--- config.mk ---
export PLATFORM = sky130hd
export DESIGN_NAME = isam_top
export DESIGN_NICKNAME = d
export VERILOG_FILES = /design/src/hw/isam_pkg.sv /design/src/hw/isam_top.sv /design/src/hw/isam_sync.sv
export SDC_FILE = /design/constraint.sdc
export NUM_CORES = 1
export LEC_CHECK = 0
export ABC_CLOCK_PERIOD_IN_PS = 2500
export BUFFER_PORTS_ARGS = -buffer_cell sky130_fd_sc_hd__buf_2
export CAP_MARGIN = 20
export CORE_MARGIN = 5
export CORE_UTILIZATION = 44
export DETAILED_ROUTE_END_ITERATION = 16
export PLACE_DENSITY = 0.66
export SYNTH_ARGS = -nofsm -noshare
export SYNTH_HDL_FRONTEND = slang
export SYNTH_SLANG_ARGS = --single-unit
--- constraint.sdc ---
create_clock -name CORE_CLK -period 2.5 [get_ports CORE_CLK]
set_input_delay 0.125 -clock CORE_CLK [delete_from_list [all_inputs] [get_ports CORE_CLK]]
set_output_delay 0.125 -clock CORE_CLK [all_outputs]
set_load 0.005 [all_outputs]
--- src/hw/isam_pkg.sv ---
// Package for the I2C slave address match block
package isam_pkg;

  // Reserved general call address byte
  localparam logic [7:0] GEN_CALL_BYTE  = 8'h00;
  // Mask reset value, all bits compared
  localparam logic [7:0] MASK_RESET     = 8'hFF;
  // Own address reset value
  localparam logic [9:0] OWN_ADDR_RESET = 10'h000;
  // Number of bits in one byte on the wire
  localparam int         BYTE_BITS      = 8;
  // Bit counter value once the eighth bit has been clocked in
  localparam logic [3:0] BIT_EIGHT      = 4'h8;
  // Bit counter value once the acknowledge bit has been clocked
  localparam logic [3:0] BIT_NINE       = 4'h9;
  // Top five bits of a 10-bit high address byte
  localparam logic [4:0] TEN_BIT_HEAD   = 5'h1E;

  // Receive phases
  typedef enum logic [2:0] {
    PH_IDLE,
    PH_ADDR,
    PH_ADDR_LOW,
    PH_DATA,
    PH_IGNORE
  } isam_phase_e;

  // Sampled bus levels and edge events
  typedef struct packed {
    logic scl_rise;
    logic scl_fall;
    logic start;
    logic stop;
    logic sda;
  } isam_bus_s;

  // Status seen by software
  typedef struct packed {
    logic gen_call;
    logic addr_match;
    logic update_address_flag;
    logic hold;
  } isam_stat_s;

endpackage

--- src/hw/isam_top.sv ---
// I2C slave address recognition with general call and address mask
//
// Contract
// [RULE_01] With general call enabled, acknowledge address 0x00 regardless of own address.
// [RULE_02] After all-zero address with write bit, raise the receive event.
// [RULE_03] In 10-bit mode general call never sets the update-address flag.
// [RULE_04] In 10-bit mode, byte after general call is data, as in 7-bit.
// [RULE_05] With address hold on, stretch SCL after 8th fall of general call.
// [RULE_06] Software writes acknowledge value then releases the stretched clock.
// [RULE_07] Mask bit zero makes matching received address bit a don't-care.
// [RULE_08] Address mask resets to all ones on every reset.
// [RULE_09] Mask applies in slave mode to shift register during address compare.
// [RULE_10] In 7-bit mode mask covers received bits seven down to one.
// [RULE_11] In 10-bit mode mask covers low byte only, not high byte.
// [RULE_12] Match when masked received bits equal masked own-address bits.
`timescale 1ns/1ps
module isam_top (
  // Clock and reset
  input  wire logic        CORE_CLK,
  input  wire logic        RST,
  // I2C pins; output enable low while driving low
  input  wire logic        SCL_IN,
  output logic             SCL_OUT,
  output logic             SCL_OE_N,
  input  wire logic        SDA_IN,
  output logic             SDA_OUT,
  output logic             SDA_OE_N,
  // Configuration
  input  wire logic        SLAVE_MODE,
  input  wire logic        TEN_BIT_MODE,
  input  wire logic        GENERAL_CALL_ENABLE,
  input  wire logic        ADDRESS_HOLD_ENABLE,
  input  wire logic [9:0]  OWN_ADDRESS_REGISTER,
  // Mask write port
  input  wire logic        MASK_WRITE,
  input  wire logic [7:0]  MASK_WDATA,
  output logic [7:0]       ADDRESS_MASK_REGISTER,
  // Software acknowledge and release
  input  wire logic        ACKNOWLEDGE_DATA_VALUE,
  input  wire logic        CLOCK_RELEASE,
  input  wire logic        UPDATE_ADDRESS_CLEAR,
  // Receive side
  output logic [7:0]       RECEIVE_BUFFER,
  output logic             RECEIVE_EVENT,
  output isam_pkg::isam_stat_s STATUS
);

  // ==========================================================
  // Pin sampling
  isam_pkg::isam_bus_s bus;

  isam_sync u_sync (
    .clk    (CORE_CLK),
    .rst    (RST),
    .scl_in (SCL_IN),
    .sda_in (SDA_IN),
    .bus    (bus)
  );

  // ==========================================================
  // State
  isam_pkg::isam_phase_e phase;
  isam_pkg::isam_phase_e next_phase;
  logic [7:0] receive_shift_register;
  logic [3:0] bit_cnt;
  logic [7:0] mask;
  logic       ack_drive;
  logic       hold;
  logic       gen_call;
  logic       matched;
  logic       ua_flag;

  // Masked compare of two bytes
  function automatic logic masked_eq(input logic [7:0] a, input logic [7:0] b,
                                     input logic [7:0] m);
    masked_eq = ((a & m) == (b & m)); // RULE_07 RULE_12
  endfunction

  // ==========================================================
  // Address decode
  wire        byte_done   = bus.scl_fall & (bit_cnt == isam_pkg::BIT_EIGHT);
  wire        ack_done    = bus.scl_fall & (bit_cnt == isam_pkg::BIT_NINE);
  wire [7:0]  rx          = receive_shift_register;
  wire [7:0]  mask7       = {mask[7:1], 1'b1}; // RULE_10
  wire [7:0]  own7        = {OWN_ADDRESS_REGISTER[6:0], 1'b0};
  wire        is_gc       = GENERAL_CALL_ENABLE &
                            (rx == isam_pkg::GEN_CALL_BYTE); // RULE_01 RULE_02
  wire        m7          = SLAVE_MODE &
                            masked_eq({rx[7:1], 1'b0}, own7, mask7); // RULE_09 RULE_10
  // High byte of 10-bit address compared without mask
  wire        hi10        = SLAVE_MODE &
                            (rx[7:3] == isam_pkg::TEN_BIT_HEAD) &
                            (rx[2:1] == OWN_ADDRESS_REGISTER[9:8]); // RULE_11
  wire        lo10        = SLAVE_MODE &
                            masked_eq(rx, OWN_ADDRESS_REGISTER[7:0], mask); // RULE_11
  wire        addr_hit    = is_gc | (TEN_BIT_MODE ? hi10 : m7);
  wire        low_hit     = lo10;

  // ==========================================================
  // Phase sequencing
  always_comb begin
    next_phase = phase;
    case (phase)
      isam_pkg::PH_IDLE:     next_phase = isam_pkg::PH_IDLE;
      isam_pkg::PH_ADDR:
        if (byte_done) begin
          if (is_gc)                         next_phase = isam_pkg::PH_DATA; // RULE_04
          else if (TEN_BIT_MODE & hi10)      next_phase = isam_pkg::PH_ADDR_LOW;
          else if (m7)                       next_phase = isam_pkg::PH_DATA;
          else                               next_phase = isam_pkg::PH_IGNORE;
        end
      isam_pkg::PH_ADDR_LOW:
        if (byte_done) begin
          next_phase = low_hit ? isam_pkg::PH_DATA : isam_pkg::PH_IGNORE;
        end
      isam_pkg::PH_DATA:     next_phase = isam_pkg::PH_DATA;
      isam_pkg::PH_IGNORE:   next_phase = isam_pkg::PH_IGNORE;
      default:               next_phase = isam_pkg::PH_IDLE;
    endcase
    if (bus.start) next_phase = isam_pkg::PH_ADDR;
    if (bus.stop)  next_phase = isam_pkg::PH_IDLE;
  end

  always_ff @(posedge CORE_CLK) begin
    if (RST) phase <= isam_pkg::PH_IDLE;
    else     phase <= next_phase;
  end

  // ==========================================================
  // Shift register and bit counter
  // Counts SCL rises, so the fall that follows a start is never taken as a bit
  always_ff @(posedge CORE_CLK) begin
    if (RST) begin
      receive_shift_register <= 8'h00;
      bit_cnt                <= 4'h0;
    end else if (bus.start | bus.stop) begin
      bit_cnt <= 4'h0;
    end else begin
      if (bus.scl_rise & (bit_cnt < isam_pkg::BIT_EIGHT))
        receive_shift_register <= {receive_shift_register[6:0], bus.sda};
      if (ack_done)
        bit_cnt <= 4'h0;
      else if (bus.scl_rise)
        bit_cnt <= bit_cnt + 4'h1;
    end
  end

  // ==========================================================
  // Mask register
  always_ff @(posedge CORE_CLK) begin
    if (RST)             mask <= isam_pkg::MASK_RESET; // RULE_08
    else if (MASK_WRITE) mask <= MASK_WDATA;
  end

  // ==========================================================
  // Hold, acknowledge and events
  wire active_byte = (phase == isam_pkg::PH_ADDR) | (phase == isam_pkg::PH_ADDR_LOW) |
                     (phase == isam_pkg::PH_DATA);
  wire byte_ok     = (phase == isam_pkg::PH_ADDR)     ? addr_hit :
                     (phase == isam_pkg::PH_ADDR_LOW) ? low_hit  :
                     (phase == isam_pkg::PH_DATA);
  wire addr_phase  = (phase == isam_pkg::PH_ADDR) | (phase == isam_pkg::PH_ADDR_LOW);
  wire ua_set      = byte_done & TEN_BIT_MODE & (phase == isam_pkg::PH_ADDR) &
                     hi10 & ~is_gc; // RULE_03
  wire ev          = byte_done & active_byte & byte_ok;

  // Receive event and buffer, one cycle after an accepted byte
  always_ff @(posedge CORE_CLK) begin
    if (RST) begin
      RECEIVE_BUFFER <= 8'h00;
      RECEIVE_EVENT  <= 1'b0;
    end else begin
      RECEIVE_EVENT <= ev; // RULE_02
      if (ev)
        RECEIVE_BUFFER <= rx;
    end
  end

  // Clock stretch after an accepted address byte; the set wins over a release
  always_ff @(posedge CORE_CLK) begin
    if (RST)
      hold <= 1'b0;
    else if (ev & addr_phase & ADDRESS_HOLD_ENABLE)
      hold <= 1'b1; // RULE_05
    else if (CLOCK_RELEASE | bus.stop)
      hold <= 1'b0; // RULE_06
  end

  // Acknowledge drive, deferred to the release while the clock is stretched
  always_ff @(posedge CORE_CLK) begin
    if (RST)
      ack_drive <= 1'b0;
    else if (ev)
      ack_drive <= ~(addr_phase & ADDRESS_HOLD_ENABLE);
    else if (hold & CLOCK_RELEASE)
      ack_drive <= ~ACKNOWLEDGE_DATA_VALUE; // RULE_06
    else if (ack_done | bus.stop)
      ack_drive <= 1'b0;
  end

  // Status flags: general call cleared by a start, match by a start or stop, update flag by software
  always_ff @(posedge CORE_CLK) begin
    if (RST) begin
      gen_call <= 1'b0;
      matched  <= 1'b0;
      ua_flag  <= 1'b0;
    end else begin
      if (bus.start)
        gen_call <= 1'b0;
      else if (ev & (phase == isam_pkg::PH_ADDR) & is_gc)
        gen_call <= 1'b1; // RULE_01
      if (bus.start | bus.stop)
        matched <= 1'b0;
      else if (ev & addr_phase)
        matched <= 1'b1; // RULE_12
      if (ua_set)
        ua_flag <= 1'b1; // RULE_03
      else if (UPDATE_ADDRESS_CLEAR)
        ua_flag <= 1'b0;
    end
  end

  // ==========================================================
  // Pin drive
  assign SCL_OUT  = 1'b0;
  assign SCL_OE_N = ~hold;
  assign SDA_OUT  = 1'b0;
  assign SDA_OE_N = ~ack_drive;
  assign ADDRESS_MASK_REGISTER = mask;
  assign STATUS.gen_call            = gen_call;
  assign STATUS.addr_match          = matched;
  assign STATUS.update_address_flag = ua_flag;
  assign STATUS.hold                = hold;
endmodule

--- src/hw/isam_sync.sv ---
// Two-stage synchroniser with edge detection for SCL and SDA
`timescale 1ns/1ps
module isam_sync (
  // Clock and reset
  input  wire logic             clk,
  input  wire logic             rst,
  // Raw pins
  input  wire logic             scl_in,
  input  wire logic             sda_in,
  // Decoded bus events
  output isam_pkg::isam_bus_s   bus
);

  logic [1:0] scl_ff;
  logic [1:0] sda_ff;
  logic       scl_q;
  logic       sda_q;

  // Two flip-flops per pin, then a third stage for edges
  always_ff @(posedge clk) begin
    if (rst) begin
      scl_ff <= 2'b11;
      sda_ff <= 2'b11;
      scl_q  <= 1'b1;
      sda_q  <= 1'b1;
    end else begin
      scl_ff <= {scl_ff[0], scl_in};
      sda_ff <= {sda_ff[0], sda_in};
      scl_q  <= scl_ff[1];
      sda_q  <= sda_ff[1];
    end
  end

  // Edge and condition decode from settled stages only
  assign bus.scl_rise = scl_ff[1] & ~scl_q;
  assign bus.scl_fall = ~scl_ff[1] & scl_q;
  assign bus.start    = scl_ff[1] & scl_q & sda_q & ~sda_ff[1];
  assign bus.stop     = scl_ff[1] & scl_q & ~sda_q & sda_ff[1];
  assign bus.sda      = sda_ff[1];

endmodule

# After elaboration in Yosys (flattened, before gate mapping)
# Index checks and enable logic that the tools add are counted.
dict set report op_classes {
  n_eq_ne 14
  multipliers 0
  n_bitwise 48
  muxes 18
  n_addsub 1
  n_div 0
  n_lt_le_gt_ge 1
  reduce_logical 12
  shifts 0
}
# op n
set ops {}
lappend ops {{$and A8 B8 Y8} 4}
lappend ops {{$and A1 B1 Y1} 28}
lappend ops {{$mux W3} 6}
lappend ops {{$eq A8 B8 Y1} 2}
lappend ops {{$pmux W3 S4} 1}
lappend ops {{$mux W1} 11}
lappend ops {{$not A1 Y1} 10}
lappend ops {{$eq A4 B4 Y1 const B} 2}
lappend ops {{$logic_not A8 Y1} 1}
lappend ops {{$eq A3 B2 Y1 const B} 2}
lappend ops {{$ne A3 B3 Y1 const B} 2}
lappend ops {{$or A1 B1 Y1} 6}
lappend ops {{$reduce_and A2 Y1} 3}
lappend ops {{$reduce_or A2 Y1} 3}
lappend ops {{$reduce_or A3 Y1} 2}
lappend ops {{$eq A5 B5 Y1 const B} 1}
lappend ops {{$add A4 B1 Y4 const B} 1}
lappend ops {{$lt A4 B4 Y1 const B} 1}
lappend ops {{$ne A2 B2 Y1 const B} 2}
lappend ops {{$reduce_bool A2 Y1} 2}
lappend ops {{$eq A3 B1 Y1 const B} 1}
lappend ops {{$eq A3 B3 Y1 const B} 1}
lappend ops {{$reduce_bool A3 Y1} 1}
lappend ops {{$eq A2 B2 Y1} 1}
dict set report word_totals {
  in_bits 30
  n_memories 0
  regBits 43
  mem_bits_ro 0
  ramBits 0
  out_inout_bits 25
  word_cells 110
  latchBits 0
}

# Logic depth before layout (Yosys ltp)
# Gate-level depths: netlist (run 1).
dict set report depth {
  word_depth 10
  depth_mapped 8
  depth_no_buf 7
}

# Hierarchy
# Synthesis (run 1) repeated with hierarchy kept, for this count alone.
dict set report hier_totals {
  cells_unflattened 241
  hier_area_um2 2135.8
}
# mod cells_each instances area_each_um2
set by_module_without_submodules {}
lappend by_module_without_submodules {isam_top 224 1 1938.1}
lappend by_module_without_submodules {isam_sync 17 1 197.7}

# Worst setup path after synthesis (run 1)
# Ideal clock, no wire load.
dict set report synth_timing {
  path_type {reg-to-reg}
  startpoint {register receive_shift_register[4]}
  endpoint {register RECEIVE_BUFFER[0]}
  arrival_time_ps 1660
  path_stages_with_launch 9
  n_path_buf 2
  setup_time_ps 72
  t_required_ps 2428
  slack_ps 768
  cell_sequence {dfxtp_1 buf_6 xor2_1 a222oi_1 and4_1 and3_1 a31o_2 buf_6 mux2i_1}
}
dict set report synth_between {
  elab_chain_len 7
}
# element line
set synth_rtl {}
lappend synth_rtl {{start, declared} isam_top.sv:64} ;# logic [7:0] receive_shift_register;
lappend synth_rtl {{start signal, assigned} isam_top.sv:140} ;# receive_shift_register <= {receive_shift_register[6:0], bus.sda};
lappend synth_rtl {{$and A8 B8 Y8 / $eq A5 B5 Y1 (equally long branches)} {isam_top.sv:76, isam_top.sv:92}}
lappend synth_rtl {{$eq A8 B8 Y1 / $and A1 B1 Y1 (equally long branches)} {isam_top.sv:76, isam_top.sv:91}}
lappend synth_rtl {{$and A1 B1 Y1 (on tied branches)} {isam_top.sv:88, isam_top.sv:92}}
lappend synth_rtl {{$mux W1} isam_top.sv:96} ;# wire addr_hit = is_gc | (TEN_BIT_MODE ? hi10 : m7);
lappend synth_rtl {{$or A1 B1 Y1} isam_top.sv:96}
lappend synth_rtl {{$mux W1 (*)} isam_top.sv:159} ;# wire byte_ok = (phase == isam_pkg::PH_ADDR) ? addr_hit :
lappend synth_rtl {{$and A1 B1 Y1 (*)} isam_top.sv:165} ;# wire ev = byte_done & active_byte & byte_ok;
lappend synth_rtl {{end signal, assigned} isam_top.sv:175} ;# RECEIVE_BUFFER <= rx;
lappend synth_rtl {{end, declared} isam_top.sv:43} ;# output logic [7:0] RECEIVE_BUFFER,
# Every way passes the cells marked *; elsewhere a longest branch is shown, timed or not.
# A chain may end at the register's enable or synchronous reset.

# Worst setup path after layout (run 1)
# Ends and elaborated chain as after synthesis.

==> results of run 1 <==
## sequential cells by signal, summed over array words and instances (netlist names), 2 cells and up
| register | flops |
|---|---|
| receive_shift_register | 8 |
| u_sync.scl_ff | 2 |
| ADDRESS_MASK_REGISTER | 8 |
| phase | 3 |
| bit_cnt | 4 |
| u_sync.sda_ff | 2 |
| RECEIVE_BUFFER | 8 |
## stage by stage
stage          cells  total power (uW)
2_1_floorplan    244             791.9
3_3_place_gp     343             840.3
3_5_place_dp     343             841.3
4_1_cts          352              1406
5_1_grt          352              1447
6_report         352              1389
## cell type report
type / instances / area (um^2)
Fill cell: 468 / 2236
Multi-Input combinational cell: 171 / 1141
Sequential cell: 43 / 860.8
Timing Repair Buffer: 55 / 285.3
Tap cell: 67 / 83.83
Clock buffer: 6 / 82.58
Clock inverter: 2 / 35.03
Inverter: 8 / 30.03
## cell usage after synthesis, types with 3 or more instances
cell / n / area [um^2]
a21oi_1: 6 / 30.03
a22oi_1: 6 / 45.04
and2_1: 3 / 18.77
and3_1: 4 / 25.02
buf_2: 6 / 30.03
buf_4: 6 / 45.04
clkbuf_1: 7 / 26.28
dfxtp_1: 43 / 860.8
ha_1: 3 / 37.54
inv_1: 7 / 26.28
mux2i_1: 24 / 240.2
nand2_1: 35 / 131.4
nand4_1: 4 / 25.02
nor2_1: 18 / 67.56
nor2b_1: 3 / 18.77
nor3_1: 6 / 30.03
o21ai_0: 4 / 20.02
or2_2: 6 / 37.54
xor2_1: 20 / 175.2
## metal layers
metal | vias up | share of wire
met5 | - | 0
met4 | 0 | 0.017
met3 | 8 | 0.064
met2 | 60 | 0.44
met1 | 826 | 0.48
li1 | 898 | -
## kinds of logic (layout without fill, tap and decap cells)
family	count (synthesis)	count (layout)	share of synthesized area
compound gates	28	28	0.08991
xor+xnor	22	22	0.08933
fa+ha+maj	4	4	0.02204
buf+inv	30	71	0.07366
flops	43	43	0.3991
mux	24	24	0.1114
other cells	1	2	0.001738
simple gates	91	91	0.2129
## placed cells by master, fill, tap and decap left out, types with 2 or more instances in the layout
master / n
a22oi_1: 6
and3_1: 4
nor4_1: 2
and2_1: 3
or2_2: 6
inv_1: 7
xor2_1: 20
mux2i_1: 24
ha_1: 3
xnor2_1: 2
nor2b_1: 3
nand3b_1: 2
nor2_1: 18
nor3_1: 6
and4_1: 2
buf_2: 52
buf_4: 2
and4b_1: 2
a21boi_0: 2
nand2_1: 35
a31oi_1: 2
dfxtp_1: 43
a21oi_1: 6
o21ai_0: 4
nand4_1: 4
clkbuf_8: 6
conb_1: 2
## final timing paths
kind	cells past startpoint	end	startpoint
worst max register to register	6	RECEIVE_BUFFER[0]	receive_shift_register[4]
worst max-delay path	6	RECEIVE_BUFFER[0]	receive_shift_register[4]
worst min-delay path	2	u_sync.scl_ff[0]	SCL_IN
worst min register to register	1	u_sync.scl_ff[1]	u_sync.scl_ff[0]
## power by group through the flow
stage / clock network [uW] / logic (uW) / registers (uW)
after floorplan: 0 / 67.7 / 724
after global placement: 0 / 112 / 728
after detailed placement: 0 / 113 / 729
after CTS: 578 / 115 / 713
after global routing: 604 / 127 / 716
final: 562 / 115 / 713
==> impl_metrics.json, run 1 <==
{
  "setup_tns_ns": 0,
  "finalCriticalPeriod_ns": 2.065,
  "num_vias": 1792,
  "drv_slew": 0,
  "switchingPower_uw": 313.1,
  "wl_per_cell_um": 13.98,
  "cts_tree": "done",
  "gp_congestion": 0.8137,
  "synth-edff-count": 0,
  "clock_latency_ns": 0.30,
  "cts_resized": 0,
  "setup.worst_path.start_class": "flop",
  "cts_hold_buffers": 1,
  "max_stage_delay_ns": 0.49,
  "p_int_uw": 1076,
  "gr-total-overflow": 0,
  "met1_usage": 0.2226,
  "yosys_warnings": 0,
  "setup_slack_ns": 0.4347,
  "initial_utilization": 0.4537,
  "cellPowerDensity_mw_per_mm2": 551.5,
  "place_hpwl_um": 3682,
  "grt_pass1_vias": 1745,
  "drive_above_1_share": 0.2526,
  "pwr-share-comb": 0.083,
  "pwr-share-clk": 0.404,
  "core.rowCount": 25,
  "io_buffers": 52,
  "ir_worst_vdd_v": 0.0002507,
  "hold_ws_ns": 0.008108,
  "grt_pass1_wl_um": 8280,
  "n_antenna_cell": 0,
  "worst_clock_skew_ns": 0.007105,
  "drc": 0,
  "ant_nets": 0,
  "timing.max_cap.violations": 0,
  "syn_area_per_cell_um2": 8.877,
  "area_delta_synth_final_pct": 16.76,
  "io_pins": 55,
  "grt_setup_unrepaired": "false",
  "fp.dieH_um": 80.02,
  "power_frac_seq": 0.513,
  "fin_util": 0.5297,
  "antenna_found_initial": 0,
  "path_delay_family": "compound AO/OA/AOI/OAI gates",
  "busiest_layer": "met2",
  "hold_violations": 0,
  "final_nets": 317,
  "crit_arrival_ns": 2.29,
  "finalInstanceArea_mm2": 0.002519,
  "timing.final.crit_share": 0.8261,
  "cp.required_ns": 2.72,
  "r2r_slack_ns": 0.43,
  "syn_area_mm2": 0.002157,
  "ys_types": 43,
  "wirelength_um": 4921,
  "cts_setup_buffers": 0,
  "via_per_inst": 5.091,
  "gr-usage-all-layers": 0.1660,
  "firstDrtPassIters": 5,
  "cp_slowest_cell": "dfxtp_1",
  "async_flop_share": 0,
  "p_leak_uw": 0.001111,
  "htreeDepth": 2,
  "drtIter0Drc": 139,
  "ys_ff_latch": 43,
  "die_area_mm2": 0.006402,
  "grt_max_degree": 27,
  "setup_viol": 0,
  "synth_ff_type": "dfxtp_1",
  "place_area_mm2": 0.002391,
  "max_freq_mhz": 484.2,
  "cts_buffers": 5,
  "crit_chain": "xor2_1 > a222oi_1 > and4_1 > and3_1 > a31o_2 > mux2i_1",
  "clock_sinks": 43,
  "worstSetupEndpointType": "flop",
  "synthCells": 243,
  "clockBufferDepth": 2,
  "path_buf_inv": 0,
  "path_clk_slew_ns": 0.08,
  "worstSetupPathType": "reg -> reg",
  "ys_seq_area_frac": 0.3991,
  "met2_usage": 0.2533,
  "core_area_mm2": 0.004755,
  "globalRouteMet3Util": 0.04402,
  "preCtsSetupSlack_ns": 0.4970,
  "p_sw_frac": 0.2254,
  "crit_path_max_fanout": 10,
  "hp-class": "in -> reg",
  "die_w_um": 80.02,
  "root_buffer": "clkbuf_8",
  "outcome": "finished, final reports clean"
}
Power figures use the tool's default switching activity.
==> inputs of run 2 (changes only) <==
--- a/config.mk
+++ b/config.mk
@@ -5,7 +5,8 @@
 export SDC_FILE = /design/constraint.sdc
 export NUM_CORES = 1
 export LEC_CHECK = 0
-export ABC_CLOCK_PERIOD_IN_PS = 2500
+export ABC_AREA = 1
+export ABC_CLOCK_PERIOD_IN_PS = 2100
 export BUFFER_PORTS_ARGS = -buffer_cell sky130_fd_sc_hd__buf_2
 export CAP_MARGIN = 20
 export CORE_MARGIN = 5
==> constraint.sdc (replaced) <==
create_clock -name CORE_CLK -period 2.1 [get_ports CORE_CLK]
set_input_delay 0.105 -clock CORE_CLK [delete_from_list [all_inputs] [get_ports CORE_CLK]]
set_output_delay 0.105 -clock CORE_CLK [all_outputs]
set_load 0.005 [all_outputs]
==> run 2 against run 1 <==
Count of clock-buffer cells in the layout is the same. Combinational power up 100%. Sequential share of layout area is 0.76 points lower. Cell count up 26%. Maximum frequency increased by 17%. Global-route usage rose by 0.38 points. Critical endpoint is now matched.
==> impl_metrics.json, run 2 <==
{
  "finalCriticalPeriod_ns": 1.758,
  "io_buffers": 52,
  "busiest_layer": "met2",
  "met2_usage": 0.2864,
  "worstSetupPathType": "reg -> reg",
  "gp_congestion": 0.9258,
  "ys_ff_latch": 43,
  "tightest_slew_ns": 0.7088,
  "hp-class": "in -> reg",
  "met1_usage": 0.2151,
  "worstSetupEndpointType": "flop",
  "htreeDepth": 2,
  "setup_slack_ns": 0.3417,
  "ir_worst_vdd_v": 0.0003748,
  "fp.dieH_um": 80.75,
  "synth-edff-count": 0,
  "gr-total-overflow": 0,
  "initial_utilization": 0.4601,
  "crit_arrival_ns": 1.99,
  "setup.worst_path.start_class": "flop",
  "globalRouteMet3Util": 0.04545,
  "wirelength_um": 5043,
  "drv_slew": 0,
  "via_per_inst": 4.811,
  "clock_latency_ns": 0.29,
  "root_buffer": "clkbuf_8",
  "place_hpwl_um": 4019,
  "switchingPower_uw": 450.8,
  "timing.max_cap.violations": 0,
  "yosys-top-cells-area": "dfxtp_1, nand2_1, nand3_1, nor2_1, inv_1",
  "grt_pass1_vias": 2068,
  "ys_types": 32,
  "synth_top_area_share": 0.3909,
  "hold_violations": 0,
  "path_clk_slew_ns": 0.08,
  "worst_clock_skew_ns": 0.005377,
  "yosys_warnings": 0,
  "synthTopCellsByCount": "nand2_1, nor2_1, nand3_1",
  "cts_resized": 0,
  "grt_max_degree": 27,
  "core_area_mm2": 0.004786,
  "instances_no_fill": 445,
  "layout_commonest_cell": "nand2_1",
  "grt_pass1_wl_um": 8866,
  "p_int_uw": 1169,
  "preCtsSetupSlack_ns": 0.3571,
  "relSlewSlack": 0.5269,
  "power_frac_seq": 0.540,
  "cts_buffers": 5,
  "core.rowCount": 25,
  "die_w_um": 80.75,
  "die_area_mm2": 0.006520,
  "pwr-share-clk": 0.317,
  "final_cell_mix": "nand2_1, buf_2, nor2_1, nand3_1, dfxtp_1",
  "max_freq_mhz": 568.7,
  "ant_nets": 0,
  "ys_seq_area_frac": 0.3909,
  "crit_path_max_fanout": 12,
  "p_sw_frac": 0.2784,
  "wl_per_cell_um": 11.33,
  "gr-usage-all-layers": 0.1698,
  "synth_ff_type": "dfxtp_1",
  "timing.final.crit_share": 0.8373,
  "pwr-share-comb": 0.142,
  "n_antenna_cell": 0,
  "area_delta_synth_final_pct": 16.99,
  "setup_tns_ns": 0,
  "synthCells": 328,
  "firstDrtPassIters": 4,
  "drc": 0,
  "cts_tree": "done",
  "cp.required_ns": 2.33,
  "async_flop_share": 0,
  "post-synth-top-area-cell": "dfxtp_1",
  "dp.cells": 435,
  "setup_viol": 0,
  "final_nets": 410,
  "cellPowerDensity_mw_per_mm2": 628.6,
  "io_pins": 55,
  "antenna_found_initial": 0,
  "clock_sinks": 43,
  "p_leak_uw": 0.001258,
  "drive_above_1_share": 0.2302,
  "drtIter0Drc": 76,
  "syn_area_mm2": 0.002202,
  "outcome": "finished, final reports clean",
  "num_vias": 2141,
  "syn_area_per_cell_um2": 6.714,
  "synth_most_common_cell": "nand2_1",
  "clockBufferDepth": 2,
  "grt_setup_unrepaired": "false"
}
-- run 2: changes by cell type in the layout (fill, tap and decap cells not counted), moves of 4 or more --
cell	previous run	this run
a21oi_1	6	15
a22oi_1	6	0
and3_1	4	0
inv_1	7	31
inv_2	0	8
mux2i_1	24	0
nand2_1	35	69
nand3_1	0	47
nor2_1	18	49
nor2_2	0	4
o21ai_0	4	8
o21ai_1	0	10
xor2_1	20	2
-- run 2: power by group through the flow --
stage,clock network [uW],logic (uW),registers [uW]
after floorplan,0,159,886
after global routing,564,268,881
final,514,230,875
after CTS,529,232,875
after global placement,0,227,894
after detailed placement,0,228,894
-- run 2: metrics by stage --
step / cell area [um^2] / utilization / hold slack (ns) / total power [uW]
6_report: 2576 / 0.5383 / 0.01553 / 1619
5_1_grt: 2576 / 0.5383 / 0.02828 / 1712
2_1_floorplan: 2206 / - / 0.2088 / 1045
4_1_cts: 2576 / 0.5383 / 0.01247 / 1636
3_5_place_dp: 2471 / 0.5163 / 0.2899 / 1123
3_3_place_gp: 2471 / 0.5163 / 0.2867 / 1122
-- run 2: worst paths after layout --
check	endpoint	slack, ns	depth (start not counted)	start
min reg2reg	u_sync.scl_ff[1]	0.41	1	u_sync.scl_ff[0]
min	ADDRESS_MASK_REGISTER[5]	0.02	3	MASK_WDATA[5]
max	matched	0.34	12	receive_shift_register[2]
max reg2reg	matched	0.34	12	receive_shift_register[2]
-- run 2: layer usage --
layer	up-vias	wire length, um
li1	1133	-
met1	932	2266
met2	69	2327
met3	7	382
met4	0	67
met5	-	0
-- run 2: kinds of logic (layout without fill, tap and decap cells) --
logic type,Yosys count,count (layout),share of synthesized area
adders and majority gates,3,3,0.01705
and+or+nand+nor,187,187,0.3801
DFF,43,43,0.3909
other,1,2,0.001703
AOI/OAI and AO/OA,38,38,0.09432
xor gates and xnor gates,2,2,0.007956
buffers and inverters,54,103,0.1079
-- run 2: final cells by class --
cell class / count / area (um^2)
sequential: 43 / 860.8
tap: 67 / 83.83
fill: 485 / 2210
inverter: 40 / 151.4
clock buffer: 6 / 72.57
clock inverter: 2 / 12.51
multi-input combinational: 232 / 1107
timing repair buffer: 55 / 287.8
-- run 2: critical path, cell delays in order, from the launching register on --
cell and delay (ns):
dfxtp_1 0.51, inv_2 0.09, nand2_1 0.07, nor2_1 0.04, nor2_1 0.13, nand3_1 0.10
o21bai_2 0.14, nand2_1 0.11, nand2_2 0.10, nand2_4 0.11, clkinv_2 0.13, nand2_1 0.06
a21oi_1 0.11
-- run 2: what timing repair did --
action	4_1_cts	5_1_grt
hold buffers	2	0
buffers inserted	0	0
hold endpoints to repair	2	0
